<file path="src/vin_pkg.sv">
// Constants, register map and field layout of the voltage input result block
package vin_pkg;

  // ---------------------------------------------------------------
  // Sizes
  // ---------------------------------------------------------------
  localparam int NUM_CH = 16;
  localparam logic [4:0] CHEN_RESET = 5'h10;

  // ---------------------------------------------------------------
  // Register byte addresses
  // ---------------------------------------------------------------
  localparam logic [8:0] ADDR_STATUS = 9'h000;
  localparam logic [8:0] ADDR_CTRL = 9'h004;
  localparam logic [8:0] ADDR_IRQ_STAT = 9'h008;
  localparam logic [8:0] ADDR_IRQ_MASK = 9'h00c;
  localparam logic [2:0] REGION_CFG = 3'h1;
  localparam logic [2:0] REGION_RAW = 3'h2;
  localparam logic [2:0] REGION_SCALED = 3'h3;
  localparam logic [2:0] REGION_SRAW = 3'h4;
  localparam logic [2:0] REGION_SENG = 3'h5;

  // ---------------------------------------------------------------
  // Field positions
  // ---------------------------------------------------------------
  localparam int CFG_RANGE_LSB = 0;
  localparam int CFG_U16_BIT = 2;
  localparam int CFG_SCALE_BIT = 3;
  localparam int CFG_CLAMP_BIT = 4;
  localparam int CFG_WEIGHT_LSB = 16;
  localparam int CTRL_COMMIT_BIT = 8;
  localparam int ST_SELFTEST_BIT = 0;
  localparam int ST_SUPPLY_BIT = 1;
  localparam int ST_INVALID_BIT = 2;
  localparam int IRQ_SCAN_BIT = 0;
  localparam int IRQ_RANGE_BIT = 1;
  localparam int IRQ_FAULT_BIT = 2;

  // ---------------------------------------------------------------
  // Range codes and count weights in microvolts
  // ---------------------------------------------------------------
  localparam logic [1:0] RANGE_UNI10 = 2'h0;
  localparam logic [1:0] RANGE_UNI5 = 2'h1;
  localparam logic [1:0] RANGE_BI10 = 2'h2;
  localparam logic [1:0] RANGE_BI5 = 2'h3;
  localparam logic [15:0] WEIGHT_305_UV = 16'h0131;
  localparam logic [15:0] WEIGHT_152_UV = 16'h0098;
  localparam logic [15:0] WEIGHT_76_UV = 16'h004c;

  // ---------------------------------------------------------------
  // Reset values
  // ---------------------------------------------------------------
  localparam logic [4:0] CFG_RESET = 5'h00;
  localparam logic [15:0] RAW_MIN_RESET = 16'h0000;
  localparam logic [15:0] RAW_MAX_RESET = 16'h7fff;
  localparam logic [15:0] ENG_MIN_RESET = 16'h0000;
  localparam logic [15:0] ENG_MAX_RESET = 16'h0064;
  localparam int DIV_STEPS = 36;

  // Weight of one raw count for a range and resolution choice
  function automatic logic [15:0] count_weight(input logic [1:0] rng, input logic u16);
    logic [15:0] w;
    w = WEIGHT_305_UV;
    if (rng == RANGE_UNI10)
      w = u16 ? WEIGHT_152_UV : WEIGHT_305_UV;
    else if (rng == RANGE_UNI5)
      w = u16 ? WEIGHT_76_UV : WEIGHT_152_UV;
    else if (rng == RANGE_BI5)
      w = WEIGHT_152_UV;
    return w;
  endfunction

endpackage

</file>
<file path="src/vin_result_status.sv">
// Result formatting, scaling and status area of the voltage input block
//
// Overview of operation
// - Unipolar 15-bit channels report unsigned counts 0 to 32767.
// - Unipolar 16-bit option reports unsigned counts 0 to 65535.
// - Bipolar ranges are always 16-bit two's complement, -32768 to 32767.
// - Count weight is 305, 152 or 76 microvolts by range and resolution.
// - A 24-bit status area starts on an 8-bit boundary.
// - Status byte one: bit0 self-test, bit1 supply missing, bit2 invalid data.
// - Byte two holds channel 1-8 range flags, byte three channels 9-16.
// - Self-test flag is set while the internal self-test has failed.
// - Missing-supply flag is set while external field power is absent.
// - Invalid-data flag is set until the latest configuration is committed.
// - Only the configured number of channels is converted, all by default.
// - Each channel selects its own range and encodes results to match.
// - With scaling enabled each raw count becomes a scaled value word.
// - Scaling maps raw min/max linearly to engineering min/max, clamp optional.
//
// Register access over Wishbone and the register addresses were left to the implementer.
`timescale 1ns/1ns
module vin_result_status
  import vin_pkg::*;
(
  // Clock and reset
  input wire logic clk_i,
  input wire logic rst_i,
  // Wishbone classic slave
  input wire logic wb_cyc_i,
  input wire logic wb_stb_i,
  input wire logic wb_we_i,
  input wire logic [8:0] wb_adr_i,
  input wire logic [3:0] wb_sel_i,
  input wire logic [31:0] wb_dat_i,
  output logic [31:0] wb_dat_o,
  output logic wb_ack_o,
  // Converter front end
  output logic conv_start_o,
  output logic [3:0] conv_chan_o,
  input wire logic conv_done_i,
  input wire logic [15:0] conv_code_i,
  input wire logic conv_over_i,
  // Fault pins
  input wire logic self_test_fail_i,
  input wire logic supply_missing_i,
  // Interrupt
  output logic irq_o
);

  typedef enum logic [2:0] {S_IDLE, S_START, S_WAIT, S_SCALE, S_STORE} scan_state_type;

  // ---------------------------------------------------------------
  // Storage
  // ---------------------------------------------------------------
  scan_state_type state_r;
  logic [4:0] cfg_r [NUM_CH];
  logic [15:0] raw_word_r [NUM_CH];
  logic [15:0] scaled_r [NUM_CH];
  logic [31:0] sraw_r [NUM_CH];
  logic [31:0] seng_r [NUM_CH];
  logic [15:0] range_flags_r;
  logic [4:0] chen_r;
  logic configured_r;
  logic [2:0] irq_stat_r;
  logic [2:0] irq_stat_nxt;
  logic [2:0] irq_mask_r;
  logic irq_r;
  logic ack_r;
  logic [31:0] dat_r;
  logic [3:0] chan_r;
  logic start_r;
  logic [15:0] fmt_r;
  logic over_r;
  logic scale_go_r;
  logic [1:0] fault_prev_r;
  logic [1:0] fault_lvl;
  logic sc_done;
  logic [15:0] sc_result;

  // ---------------------------------------------------------------
  // Helper functions
  // ---------------------------------------------------------------

  // Place a converter code in the channel's raw word format
  function automatic logic [15:0] fmt_raw(input logic [1:0] rng, input logic u16,
                                          input logic [15:0] code);
    logic [15:0] v;
    v = {1'b0, code[15:1]};
    if (rng[1])
      v = {~code[15], code[14:0]};
    else if (u16)
      v = code;
    return v;
  endfunction

  // Byte-lane merge for a partial write
  function automatic logic [31:0] merge(input logic [31:0] old_v, input logic [31:0] new_v,
                                        input logic [3:0] sel);
    logic [31:0] m;
    m = old_v;
    for (int b = 0; b < 4; b++)
      if (sel[b])
        m[b*8 +: 8] = new_v[b*8 +: 8];
    return m;
  endfunction

  // Mask of channels that take part in the scan
  function automatic logic [15:0] chan_mask(input logic [4:0] n);
    logic [15:0] m;
    m = 16'h0;
    for (int c = 0; c < NUM_CH; c++)
      if (5'(c) < n)
        m[c] = 1'b1;
    return m;
  endfunction

  // ---------------------------------------------------------------
  // Fault pin synchronisers
  // ---------------------------------------------------------------
  pin_sync u_sync (
    .clk_i(clk_i),
    .rst_i(rst_i),
    .pin_i({supply_missing_i, self_test_fail_i}),
    .level_o(fault_lvl)
  );

  // ---------------------------------------------------------------
  // Bus decode
  // ---------------------------------------------------------------
  wire req = wb_cyc_i & wb_stb_i & ~ack_r;
  wire wr = req & wb_we_i;
  wire [2:0] region = wb_adr_i[8:6];
  wire [3:0] idx = wb_adr_i[5:2];
  wire low_page = (region == 3'h0);
  wire hit_status = low_page & (wb_adr_i[5:0] == ADDR_STATUS[5:0]);
  wire hit_ctrl = low_page & (wb_adr_i[5:0] == ADDR_CTRL[5:0]);
  wire hit_istat = low_page & (wb_adr_i[5:0] == ADDR_IRQ_STAT[5:0]);
  wire hit_imask = low_page & (wb_adr_i[5:0] == ADDR_IRQ_MASK[5:0]);
  wire hit_cfg = (region == REGION_CFG);
  wire hit_raw = (region == REGION_RAW);
  wire hit_scaled = (region == REGION_SCALED);
  wire hit_sraw = (region == REGION_SRAW);
  wire hit_seng = (region == REGION_SENG);
  wire [31:0] ctrl_wr = merge({23'h0, configured_r, 3'h0, chen_r}, wb_dat_i, wb_sel_i);
  wire [31:0] cfg_wr = merge({27'h0, cfg_r[idx]}, wb_dat_i, wb_sel_i);
  wire cfg_change = wr & (hit_ctrl | hit_cfg | hit_sraw | hit_seng);
  wire commit = wr & hit_ctrl & ctrl_wr[CTRL_COMMIT_BIT];

  // Channel count of zero or above the part size means all channels
  wire [4:0] chen_eff = ((chen_r == 5'h0) || (chen_r > 5'(NUM_CH))) ? 5'(NUM_CH) : chen_r;
  wire [15:0] active_mask = chan_mask(chen_eff);

  // ---------------------------------------------------------------
  // Status area
  // ---------------------------------------------------------------

  // Unused upper bits of byte one are zero; idle channels report in range
  wire [7:0] fault_byte = {5'h0, ~configured_r, fault_lvl[1], fault_lvl[0]};
  wire [15:0] range_bytes = range_flags_r & active_mask;
  wire [31:0] status_word = {8'h0, range_bytes[15:8], range_bytes[7:0], fault_byte};

  // Read multiplexer; unmapped addresses read as zero
  wire [31:0] rd_data =
    hit_status ? status_word :
    hit_ctrl ? {23'h0, configured_r, 3'h0, chen_r} :
    hit_istat ? {29'h0, irq_stat_r} :
    hit_imask ? {29'h0, irq_mask_r} :
    hit_cfg ? {count_weight(cfg_r[idx][1:0], cfg_r[idx][CFG_U16_BIT]),
               11'h0, cfg_r[idx]} :
    hit_raw ? {16'h0, raw_word_r[idx]} :
    hit_scaled ? {16'h0, scaled_r[idx]} :
    hit_sraw ? sraw_r[idx] :
    hit_seng ? seng_r[idx] : 32'h0;

  // ---------------------------------------------------------------
  // Bus slave: ack one cycle after the request, dropped the next
  // ---------------------------------------------------------------
  always_ff @(posedge clk_i)
  begin
    if (rst_i)
    begin
      ack_r <= 1'b0;
      dat_r <= 32'h0;
    end
    else
    begin
      ack_r <= req;
      if (req)
        dat_r <= rd_data;
    end
  end

  // Global configuration; any later change except to the interrupt mask invalidates until recommitted
  always_ff @(posedge clk_i)
  begin
    if (rst_i)
    begin
      chen_r <= CHEN_RESET;
      configured_r <= 1'b0;
      irq_mask_r <= 3'h0;
    end
    else
    begin
      if (wr & hit_ctrl)
        chen_r <= ctrl_wr[4:0];
      if (commit)
        configured_r <= 1'b1;
      else if (cfg_change)
        configured_r <= 1'b0;
      if (wr & hit_imask & wb_sel_i[0])
        irq_mask_r <= wb_dat_i[2:0];
    end
  end

  // Per-channel configuration and scaling limits
  always_ff @(posedge clk_i)
  begin
    if (rst_i)
    begin
      for (int c = 0; c < NUM_CH; c++)
      begin
        cfg_r[c] <= CFG_RESET;
        sraw_r[c] <= {RAW_MAX_RESET, RAW_MIN_RESET};
        seng_r[c] <= {ENG_MAX_RESET, ENG_MIN_RESET};
      end
    end
    else
    begin
      if (wr & hit_cfg)
        cfg_r[idx] <= cfg_wr[4:0];
      if (wr & hit_sraw)
        sraw_r[idx] <= merge(sraw_r[idx], wb_dat_i, wb_sel_i);
      if (wr & hit_seng)
        seng_r[idx] <= merge(seng_r[idx], wb_dat_i, wb_sel_i);
    end
  end

  // ---------------------------------------------------------------
  // Conversion scan
  // ---------------------------------------------------------------
  wire [4:0] cur_cfg = cfg_r[chan_r];
  wire last_chan = (5'(chan_r) + 5'h1 >= chen_eff);

  lin_scaler u_scaler (
    .clk_i(clk_i),
    .rst_i(rst_i),
    .start_i(scale_go_r),
    .raw_signed_i(cur_cfg[1]),
    .clamp_i(cur_cfg[CFG_CLAMP_BIT]),
    .raw_i(fmt_r),
    .raw_min_i(sraw_r[chan_r][15:0]),
    .raw_max_i(sraw_r[chan_r][31:16]),
    .eng_min_i(seng_r[chan_r][15:0]),
    .eng_max_i(seng_r[chan_r][31:16]),
    .done_o(sc_done),
    .result_o(sc_result)
  );

  // Scan walks channels 0 up to the enabled count, then starts again;
  // fewer channels shorten the pass since disabled ones are never requested
  always_ff @(posedge clk_i)
  begin
    if (rst_i)
    begin
      state_r <= S_IDLE;
      chan_r <= 4'h0;
      start_r <= 1'b0;
      fmt_r <= 16'h0;
      over_r <= 1'b0;
      scale_go_r <= 1'b0;
    end
    else
    begin
      start_r <= 1'b0;
      scale_go_r <= 1'b0;
      case (state_r)
        S_IDLE:
        begin
          chan_r <= 4'h0;
          state_r <= S_START;
        end
        S_START:
        begin
          start_r <= 1'b1;
          state_r <= S_WAIT;
        end
        S_WAIT:
        begin
          if (conv_done_i)
          begin
            fmt_r <= fmt_raw(cur_cfg[1:0], cur_cfg[CFG_U16_BIT], conv_code_i);
            over_r <= conv_over_i;
            scale_go_r <= cur_cfg[CFG_SCALE_BIT];
            state_r <= cur_cfg[CFG_SCALE_BIT] ? S_SCALE : S_STORE;
          end
        end
        S_SCALE:
        begin
          if (sc_done)
            state_r <= S_STORE;
        end
        S_STORE:
        begin
          chan_r <= last_chan ? 4'h0 : chan_r + 4'h1;
          state_r <= S_START;
        end
        default:
          state_r <= S_IDLE;
      endcase
    end
  end

  // Result words and range flags are written once per conversion
  wire store = (state_r == S_STORE);
  wire range_rise = store & over_r & ~range_flags_r[chan_r];

  always_ff @(posedge clk_i)
  begin
    if (rst_i)
    begin
      range_flags_r <= 16'h0;
      for (int c = 0; c < NUM_CH; c++)
      begin
        raw_word_r[c] <= 16'h0;
        scaled_r[c] <= 16'h0;
      end
    end
    else
    begin
      if (store)
      begin
        raw_word_r[chan_r] <= fmt_r;
        range_flags_r[chan_r] <= over_r;
      end
      if (sc_done)
        scaled_r[chan_r] <= sc_result;
    end
  end

  // ---------------------------------------------------------------
  // Interrupts
  // ---------------------------------------------------------------

  // A fault edge, a range entry and a finished pass are the events;
  // a new event in the clearing cycle survives the clear
  wire fault_rise = |(fault_lvl & ~fault_prev_r);
  wire [2:0] irq_set = {fault_rise, range_rise, store & last_chan};
  wire [2:0] irq_clr = (wr & hit_istat & wb_sel_i[0]) ? wb_dat_i[2:0] : 3'h0;
  assign irq_stat_nxt = (irq_stat_r & ~irq_clr) | irq_set;

  always_ff @(posedge clk_i)
  begin
    if (rst_i)
    begin
      irq_stat_r <= 3'h0;
      fault_prev_r <= 2'h0;
      irq_r <= 1'b0;
    end
    else
    begin
      irq_stat_r <= irq_stat_nxt;
      fault_prev_r <= fault_lvl;
      irq_r <= |(irq_stat_nxt & irq_mask_r);
    end
  end

  // ---------------------------------------------------------------
  // Outputs
  // ---------------------------------------------------------------
  assign wb_ack_o = ack_r;
  assign wb_dat_o = dat_r;
  assign conv_start_o = start_r;
  assign conv_chan_o = chan_r;
  assign irq_o = irq_r;

endmodule

</file>
<file path="src/pin_sync.sv">
// Two-stage synchroniser for the fault pins
`timescale 1ns/1ns
module pin_sync
  import vin_pkg::*;
(
  // Clock and reset
  input wire logic clk_i,
  input wire logic rst_i,
  // Pins and synchronised levels
  input wire logic [1:0] pin_i,
  output logic [1:0] level_o
);

  logic [1:0] meta_r;
  logic [1:0] level_r;

  // First stage is read only by the second one
  always_ff @(posedge clk_i)
  begin
    if (rst_i)
    begin
      meta_r <= 2'h0;
      level_r <= 2'h0;
    end
    else
    begin
      meta_r <= pin_i;
      level_r <= meta_r;
    end
  end

  assign level_o = level_r;

endmodule

</file>
<file path="src/lin_scaler.sv">
// Linear raw-to-engineering scaler with optional clamping
`timescale 1ns/1ns
module lin_scaler
  import vin_pkg::*;
(
  // Clock and reset
  input wire logic clk_i,
  input wire logic rst_i,
  // Request
  input wire logic start_i,
  input wire logic raw_signed_i,
  input wire logic clamp_i,
  input wire logic [15:0] raw_i,
  input wire logic [15:0] raw_min_i,
  input wire logic [15:0] raw_max_i,
  input wire logic [15:0] eng_min_i,
  input wire logic [15:0] eng_max_i,
  // Answer
  output logic done_o,
  output logic [15:0] result_o
);

  typedef enum logic [1:0] {SC_IDLE, SC_DIV, SC_DONE} sc_state_type;

  sc_state_type state_r;
  logic [35:0] rem_r;
  logic [35:0] quot_r;
  logic [17:0] den_r;
  logic neg_r;
  logic [5:0] cnt_r;
  logic clamp_r;
  logic signed [15:0] emin_r;
  logic signed [15:0] emax_r;
  logic done_r;
  logic [15:0] result_r;

  // Raw words widen as signed or unsigned after the channel's format
  function automatic logic signed [17:0] widen(input logic [15:0] v, input logic s);
    return s ? {{2{v[15]}}, v} : {2'b00, v};
  endfunction

  logic signed [17:0] dx;
  logic signed [17:0] dr;
  logic signed [17:0] de;
  logic signed [35:0] num;
  logic [35:0] num_mag;
  logic [17:0] den_mag;
  logic [35:0] rem_sh;
  logic [36:0] trial;
  logic signed [36:0] q_s;
  logic signed [37:0] sum;
  logic signed [15:0] lo;
  logic signed [15:0] hi;
  logic signed [37:0] lim_lo;
  logic signed [37:0] lim_hi;
  logic [15:0] final_v;

  // Numerator and denominator of the linear map
  assign dx = widen(raw_i, raw_signed_i) - widen(raw_min_i, raw_signed_i);
  assign dr = widen(raw_max_i, raw_signed_i) - widen(raw_min_i, raw_signed_i);
  assign de = 18'(signed'(eng_max_i)) - 18'(signed'(eng_min_i));
  assign num = dx * de;
  assign num_mag = num[35] ? 36'(-num) : 36'(num);
  assign den_mag = dr[17] ? 18'(-dr) : 18'(dr);

  // One restoring division step per clock
  assign rem_sh = {rem_r[34:0], quot_r[35]};
  assign trial = {1'b0, rem_sh} - {19'h0, den_r};

  // Result, clamped to the engineering limits when clamping is set, else to 16 bits
  assign q_s = neg_r ? -37'(signed'({1'b0, quot_r})) : 37'(signed'({1'b0, quot_r}));
  assign sum = 38'(emin_r) + 38'(q_s);
  assign lo = (emin_r < emax_r) ? emin_r : emax_r;
  assign hi = (emin_r < emax_r) ? emax_r : emin_r;
  assign lim_lo = clamp_r ? 38'(lo) : -38'sd32768;
  assign lim_hi = clamp_r ? 38'(hi) : 38'sd32767;
  assign final_v = (sum < lim_lo) ? lim_lo[15:0] :
                   (sum > lim_hi) ? lim_hi[15:0] : sum[15:0];

  // Divider sequence; a zero raw span yields the engineering minimum
  always_ff @(posedge clk_i)
  begin
    if (rst_i)
    begin
      state_r <= SC_IDLE;
      rem_r <= 36'h0;
      quot_r <= 36'h0;
      den_r <= 18'h0;
      neg_r <= 1'b0;
      cnt_r <= 6'h0;
      clamp_r <= 1'b0;
      emin_r <= 16'sh0;
      emax_r <= 16'sh0;
      done_r <= 1'b0;
      result_r <= 16'h0;
    end
    else
    begin
      done_r <= 1'b0;
      case (state_r)
        SC_IDLE:
        begin
          if (start_i)
          begin
            rem_r <= 36'h0;
            quot_r <= (den_mag == 18'h0) ? 36'h0 : num_mag;
            den_r <= (den_mag == 18'h0) ? 18'h1 : den_mag;
            neg_r <= num[35] ^ dr[17];
            cnt_r <= 6'(DIV_STEPS);
            clamp_r <= clamp_i;
            emin_r <= signed'(eng_min_i);
            emax_r <= signed'(eng_max_i);
            state_r <= SC_DIV;
          end
        end
        SC_DIV:
        begin
          if (trial[36])
          begin
            rem_r <= rem_sh;
            quot_r <= {quot_r[34:0], 1'b0};
          end
          else
          begin
            rem_r <= trial[35:0];
            quot_r <= {quot_r[34:0], 1'b1};
          end
          cnt_r <= cnt_r - 6'h1;
          if (cnt_r == 6'h1)
            state_r <= SC_DONE;
        end
        SC_DONE:
        begin
          result_r <= final_v;
          done_r <= 1'b1;
          state_r <= SC_IDLE;
        end
        default:
          state_r <= SC_IDLE;
      endcase
    end
  end

  assign done_o = done_r;
  assign result_o = result_r;

endmodule

</file>
<file path="config.mk">
export PLATFORM = sky130hd
export DESIGN_NAME = vin_result_status
export DESIGN_NICKNAME = d
export VERILOG_FILES = /design/src/vin_pkg.sv /design/src/vin_result_status.sv /design/src/pin_sync.sv /design/src/lin_scaler.sv
export SDC_FILE = /design/constraint.sdc
export NUM_CORES = 2
export LEC_CHECK = 0
export BUFFER_PORTS_ARGS = -buffer_cell sky130_fd_sc_hd__buf_4
export CORE_MARGIN = 1
export CORE_UTILIZATION = 60
export CTS_CLUSTER_SIZE = 16
export DETAILED_ROUTE_END_ITERATION = 12
export PLACE_DENSITY_LB_ADDON = 0.2
export SLEW_MARGIN = 30
export SYNTH_ARGS = -nofsm -noshare
export SYNTH_HDL_FRONTEND = slang
export SYNTH_SLANG_ARGS = --single-unit
</file>
<file path="constraint.sdc">
create_clock -name clk_i -period 21.4 [get_ports clk_i]
set_input_delay 6.42 -clock clk_i [delete_from_list [all_inputs] [get_ports clk_i]]
set_output_delay 6.42 -clock clk_i [all_outputs]
set_load 0.01 [all_outputs]
</file>
Yosys cells after proc, flatten, opt, wreduce, memory -nomap -nowiden
Memories as Yosys holds them, arrays and structs flattened. A register that Yosys moved wholly into a read port is not among the register bits. Cells that the tools add are included.

Add/subtract/negate cells: 11. Multiply operators: 1. Div/mod/pow operators: 0. Magnitude comparators: 23. Equal/unequal tests: 21. Shift-type cells: 0. Multiplexer cells: 138. Bitwise logic cells: 37. Reduce and logical (&&, ||, !) cells: 27.

Operators by type and width (number): $mux W32 (11); $mux W8 (25); $mux W16 (8); $mux W36 (3); $mux W18 (5); $mux W38 (2); $pmux W36 S2 (1); $mux W35 (2); $pmux W35 S2 (1); $reduce_or A32 Y1 (2); $mux W4 (12); $mux W1 (46); $lt A4 B5 Y1 const A (8); $add A16 B37 Y38 (1); $gt A38 B38 Y1 (1); $lt A38 B38 Y1 (1); $mux W37 (1); $neg A36 Y37 (1); $sub A36 B18 Y37 (1); $mux W9 (4); $neg A36 Y36 (1); $sub A18 B18 Y18 (2); $mul A18 B17 Y35 (1); $reduce_or A16 Y1 (2); other kinds (56) (116).

Register bits after elaboration: 242. Latch bits: 0. RAM bits: 1616. Memory bits (read-only): 0. Input port bits: 70. Memories kept: 5.

Memories: seng_r (words 16, bits a word 32, read ports 2, clocked after memory_dff 1, write ports 16, RTL line vin_result_status.sv:59) `logic [31:0] seng_r [NUM_CH];`; sraw_r (words 16, bits a word 32, read ports 2, clocked after memory_dff 1, write ports 16, RTL line vin_result_status.sv:58) `logic [31:0] sraw_r [NUM_CH];`; raw_word_r (words 16, bits a word 16, read ports 1, clocked after memory_dff 0, write ports 16, RTL line vin_result_status.sv:56) `logic [15:0] raw_word_r [NUM_CH];`; scaled_r (words 16, bits a word 16, read ports 1, clocked after memory_dff 0, write ports 16, RTL line vin_result_status.sv:57) `logic [15:0] scaled_r [NUM_CH];`; cfg_r (words 16, bits a word 5, read ports 2, clocked after memory_dff 1, write ports 16, RTL line vin_result_status.sv:55) `logic [4:0] cfg_r [NUM_CH];`.

Logic depth before layout (Yosys ltp)
Depth in word-level cells: 11. Gate-level depth with buffers: 48.

Hierarchy
Synthesis repeated with hierarchy kept, for this count alone.

Cells, all modules: 9114. Area, all modules: 112811.9 sq um.

By module, submodules not included: vin_result_status (instances 1, cells each 5613, area each 84895.2 sq um, seq. area each 50408.3 sq um); lin_scaler (instances 1, cells each 3493, area each 27811.7 sq um, seq. area each 2962.8 sq um); pin_sync (instances 1, cells each 8, area each 105.1 sq um, seq. area each 80.1 sq um).

Worst setup path after synthesis
No wires, ideal clock.

Path type: register to register. Start point: register (tool-made name). End point: register u_scaler.quot_r[11]. Setup time: 0.074 ns. Arrival time: 11.734 ns. Required time: 21.326 ns. Setup slack: 9.592 ns. Stages on the path, launching flop included: 47. Buffers on the path: 8. Cell sequence: dfxtp_1 -> buf_2 -> buf_2 -> buf_1 -> buf_1 -> mux4_2 -> mux4_2 -> inv_1 -> ha_1 -> a21o_1 -> a21oi_1 -> o21ai_0 -> a21oi_1 -> o21bai_1 -> a211oi_1 -> o21a_1 -> nor3_1 -> or4_1 -> (+11 left out) -> inv_1 -> fa_1 -> inv_1 -> ha_1 -> buf_2 -> o21a_1 -> o211ai_1 -> a2111oi_0 -> o31a_1 -> a41oi_1 -> o21a_1 -> or3_1 -> buf_2 -> buf_2 -> nor2_1 -> xnor2_1 -> nand3_1 -> a31oi_1.

RTL lines: to (signal assigned) (RTL line lin_scaler.sv:106) `quot_r <= (den_mag == 18'h0) ? 36'h0 : num_mag;`; to (signal assigned) (RTL line lin_scaler.sv:121) `quot_r <= {quot_r[34:0], 1'b0};`; to (signal assigned) (RTL line lin_scaler.sv:126) `quot_r <= {quot_r[34:0], 1'b1};`; to (decl) (RTL line lin_scaler.sv:27) `logic [35:0] quot_r;`.

==> results.cfg <==
[floorplan]
initial_core_util_pct = 60.7
die_width_um = 433
die_area_um2 = 188000
num_io_pins = 109
placementRows = 157
fp.dieH_um = 433
core_area_um2 = 184000

[worst_setup_path]
crit_type = flip-flop to flip-flop
cp.required_ps = 22170
cp-start-kind = flip-flop
crit_fanout = 60
cp_top_family = compound AO/OA/AOI/OAI gates
endpoint_kind = flip-flop
slowest_stage = buf_4
path_buf_inv = 6
cp.arrival_ps = 14980
worst_path_largest_cell_delay_ps = 800
path_common_cell = fa_1

[timing]
hold_violations = 0
whs_ps = 448
maxSlewHeadroom_pct = 25.8
tightest_slew_ps = 1100
max_freq_mhz = 70.4
rsz0062_at_grt = false
maxSlewViolCount = 0
setup_violations = 0
period_share_pct = 66.4
finalClockSkew_ps = 62.5
fin_setup_tns_ps = 0
min_period_ps = 14210

[flow_run]
drv_cap = 0

[routing]
wl_per_cell_um = 30.3
via_per_inst = 6.87
dr.pass1.iters = 6
wirelength_um = 347000
vias = 78800
drc_errors = 0
ant_nets = 0
drt_iter0_drc = 10900

[yosys]
synth_xor_area_share_pct = 1.61
synth-seq-cells = 1862
synth.area.mux_share_pct = 18.6
ys.flop_type = edfxtp_1
synthArstFlopShare_pct = 0
yosys_warnings = 0
yosysUniqueCellTypes = 104
syn_nets = 9674
synth_adder_area_share_pct = 9.00
syn-cell-area_um2 = 112000
yosysSeqAreaShare_pct = 47.9
synth-compound-area-share_pct = 5.53
synth_simple_gate_area_share_pct = 13.4
syn_inst = 8991
synth-edff-count = 1616
syn_avg_cell_area_um2 = 12.4
synth_top_family_by_area = multiplexers

[cts]
cts_buffers = 193
cts_setup_buffers = 0
clk-insertion-delay-late_ps = 890
cts_resized = 0
clkSlewWorstSetupHoldPaths_ps = 60
h-tree-depth = 4
cts_buffer_depth = 3
ctsHoldBuffers = 0
root_buffer = clkbuf_16
cts.sinks = 1862
tritoncts = done

[final_layout]
fill_cells = 13300
final_nets = 9513
layout-drive-gt1-share_pct = 18.6
area_growth_pct = 8.95

[placement]
gp_congestion = 0.957
portBuffers = 108
hpwl_um = 229000

[global_routing]
grt_pass1_wl_um = 506000
grt_max_degree = 130
grt-ovfl-total = 0
antenna_found_initial = 12
first_global_vias = 77600
grt_use_total_pct = 37.1

[status]
status = finished clean

[worst_hold_path]
hold_class = flip-flop to flip-flop
==> cell usage in the layout, fill, tap and decap left out, types with 23 or more instances in the layout <==
| cell type | count |
|---|---|
| edfxtp_1 | 1616 |
| nor2_1 | 1195 |
| nand2_1 | 854 |
| mux4_2 | 850 |
| inv_1 | 490 |
| fa_1 | 317 |
| and2_1 | 307 |
| and3_1 | 304 |
| buf_4 | 298 |
| ha_1 | 292 |
| dfxtp_1 | 241 |
| a21oi_1 | 234 |
| clkbuf_16 | 195 |
| o21ai_0 | 153 |
| xnor2_1 | 146 |
| nor3_1 | 91 |
| nand3_1 | 91 |
| a21o_1 | 81 |
| mux2i_1 | 73 |
| nand2b_1 | 68 |
| nor2b_1 | 65 |
| mux2i_2 | 61 |
| clkbuf_1 | 53 |
| xor2_1 | 51 |
| a211oi_1 | 45 |
| a31oi_1 | 42 |
| nand4_1 | 41 |
| o22ai_1 | 33 |
| clkinv_1 | 31 |
| o211ai_1 | 30 |
| or2_2 | 29 |
| nand2b_2 | 29 |
| o31ai_1 | 26 |
| a22oi_1 | 25 |
| nor4_1 | 23 |
| o21a_1 | 23 |
| o21ai_1 | 23 |
| clkinv_2 | 23 |
==> layer usage <==
layer	part of all wire [%]	vias up	track usage (%)
met5	0.061	-	0
met4	7.1	12	22.9
met3	13	1214	9.70
met2	46	5533	57.1
met1	34	39300	47.3
li1	-	32700	-
==> worst min-delay path: cells and delay by family, from the launching register on <==
family | cells | cell delay (ps)
flip-flops | 1 | 310
AND/OR/NAND/NOR | 1 | 50
AO/OA/AOI/OAI | 1 | 50
==> Yosys cell counts, types with 47 or more instances <==
library cell	count	area (µm²)
a21o_1	81	608
buf_1	70	263
dfxtp_1	246	4920
buf_2	62	310
xnor2_1	151	1320
nor2_1	1211	4550
xor2_1	52	455
mux4_2	850	19100
nor3_1	95	475
nand2_1	856	3210
a211oi_1	47	353
ha_1	296	3700
a21oi_1	234	1170
o21ai_0	153	766
fa_1	317	6350
and2_1	308	1930
and3_1	304	1900
nor2b_1	66	413
clkbuf_1	530	1990
nand3_1	91	455
edfxtp_1	1616	48500
nand2b_1	101	632
inv_1	490	1840
mux2i_1	137	1370
==> kinds of logic (layout without fill, tap and decap cells) <==
logic type	after synthesis	count (layout)
multiplexers	1004	1004
AO/OA/AOI/OAI	920	920
AND/OR/NAND/NOR	3229	3229
other	0	9
adder cells (fa/ha/maj)	613	613
buffers and inverters	1159	1160
flip-flops	1862	1862
XOR/XNOR	204	204
==> state kept, by name (all words and copies together) (netlist names), 3 cells and up, named ones only <==
register and count:
cfg_r 80, irq_mask_r 3, seng_r 512, fmt_r 16, range_flags_r 16, irq_stat_r 3
raw_word_r 256, u_scaler.emax_r 16, u_scaler.rem_r 35, scaled_r 256, u_scaler.result_o 16, state_r 3
conv_chan_o 4, wb_dat_o 32, sraw_r 512, u_scaler.den_r 18, u_scaler.cnt_r 6, u_scaler.emin_r 16
u_scaler.quot_r 36, chen_r 5
==> worst paths after layout <==
| kind | from | end | depth (start not counted) | slack (ps) |
|---|---|---|---|---|
| hold / removal | u_scaler.den_r[10]$_SDFFE_PP0P_ | u_scaler.den_r[10]$_SDFFE_PP0P_ | 2 | 450 |
| hold reg to reg | u_scaler.den_r[10]$_SDFFE_PP0P_ | u_scaler.den_r[10]$_SDFFE_PP0P_ | 2 | 450 |
| setup / recovery | flip-flop | u_scaler.quot_r[2]$_SDFFE_PP0P_ | 39 | 7190 |
| setup reg to reg | flip-flop | u_scaler.quot_r[2]$_SDFFE_PP0P_ | 39 | 7190 |
==> metrics by stage <==
step	std cells	setup WS, ps	utilization, %	instance area, µm²
floorplan	8991	9590	-	112000
global placement	11100	7790	62.4	115000
detailed placement	11100	7630	62.6	115000
CTS	11500	7450	66.1	121000
global route	11500	6590	66.1	122000
finish	11500	7190	66.1	122000
==> final cells by class <==
type / instances / area, µm² / share of cell area, %
multi-input cells: 5970 / 54300 / 44.7
diodes: 9 / 22.5 / 0.0185
flip-flops and latches: 1862 / 53500 / 44.0
well taps: 2464 / 3080 / 2.54
clock inverters: 91 / 1050 / 0.866
clock buffers: 266 / 5320 / 4.37
repair buffers: 311 / 2470 / 2.03
inverters: 492 / 1850 / 1.52
Power is not shown: default switching activity piles up to over one toggle a cycle in this logic, so the estimate is an artifact.
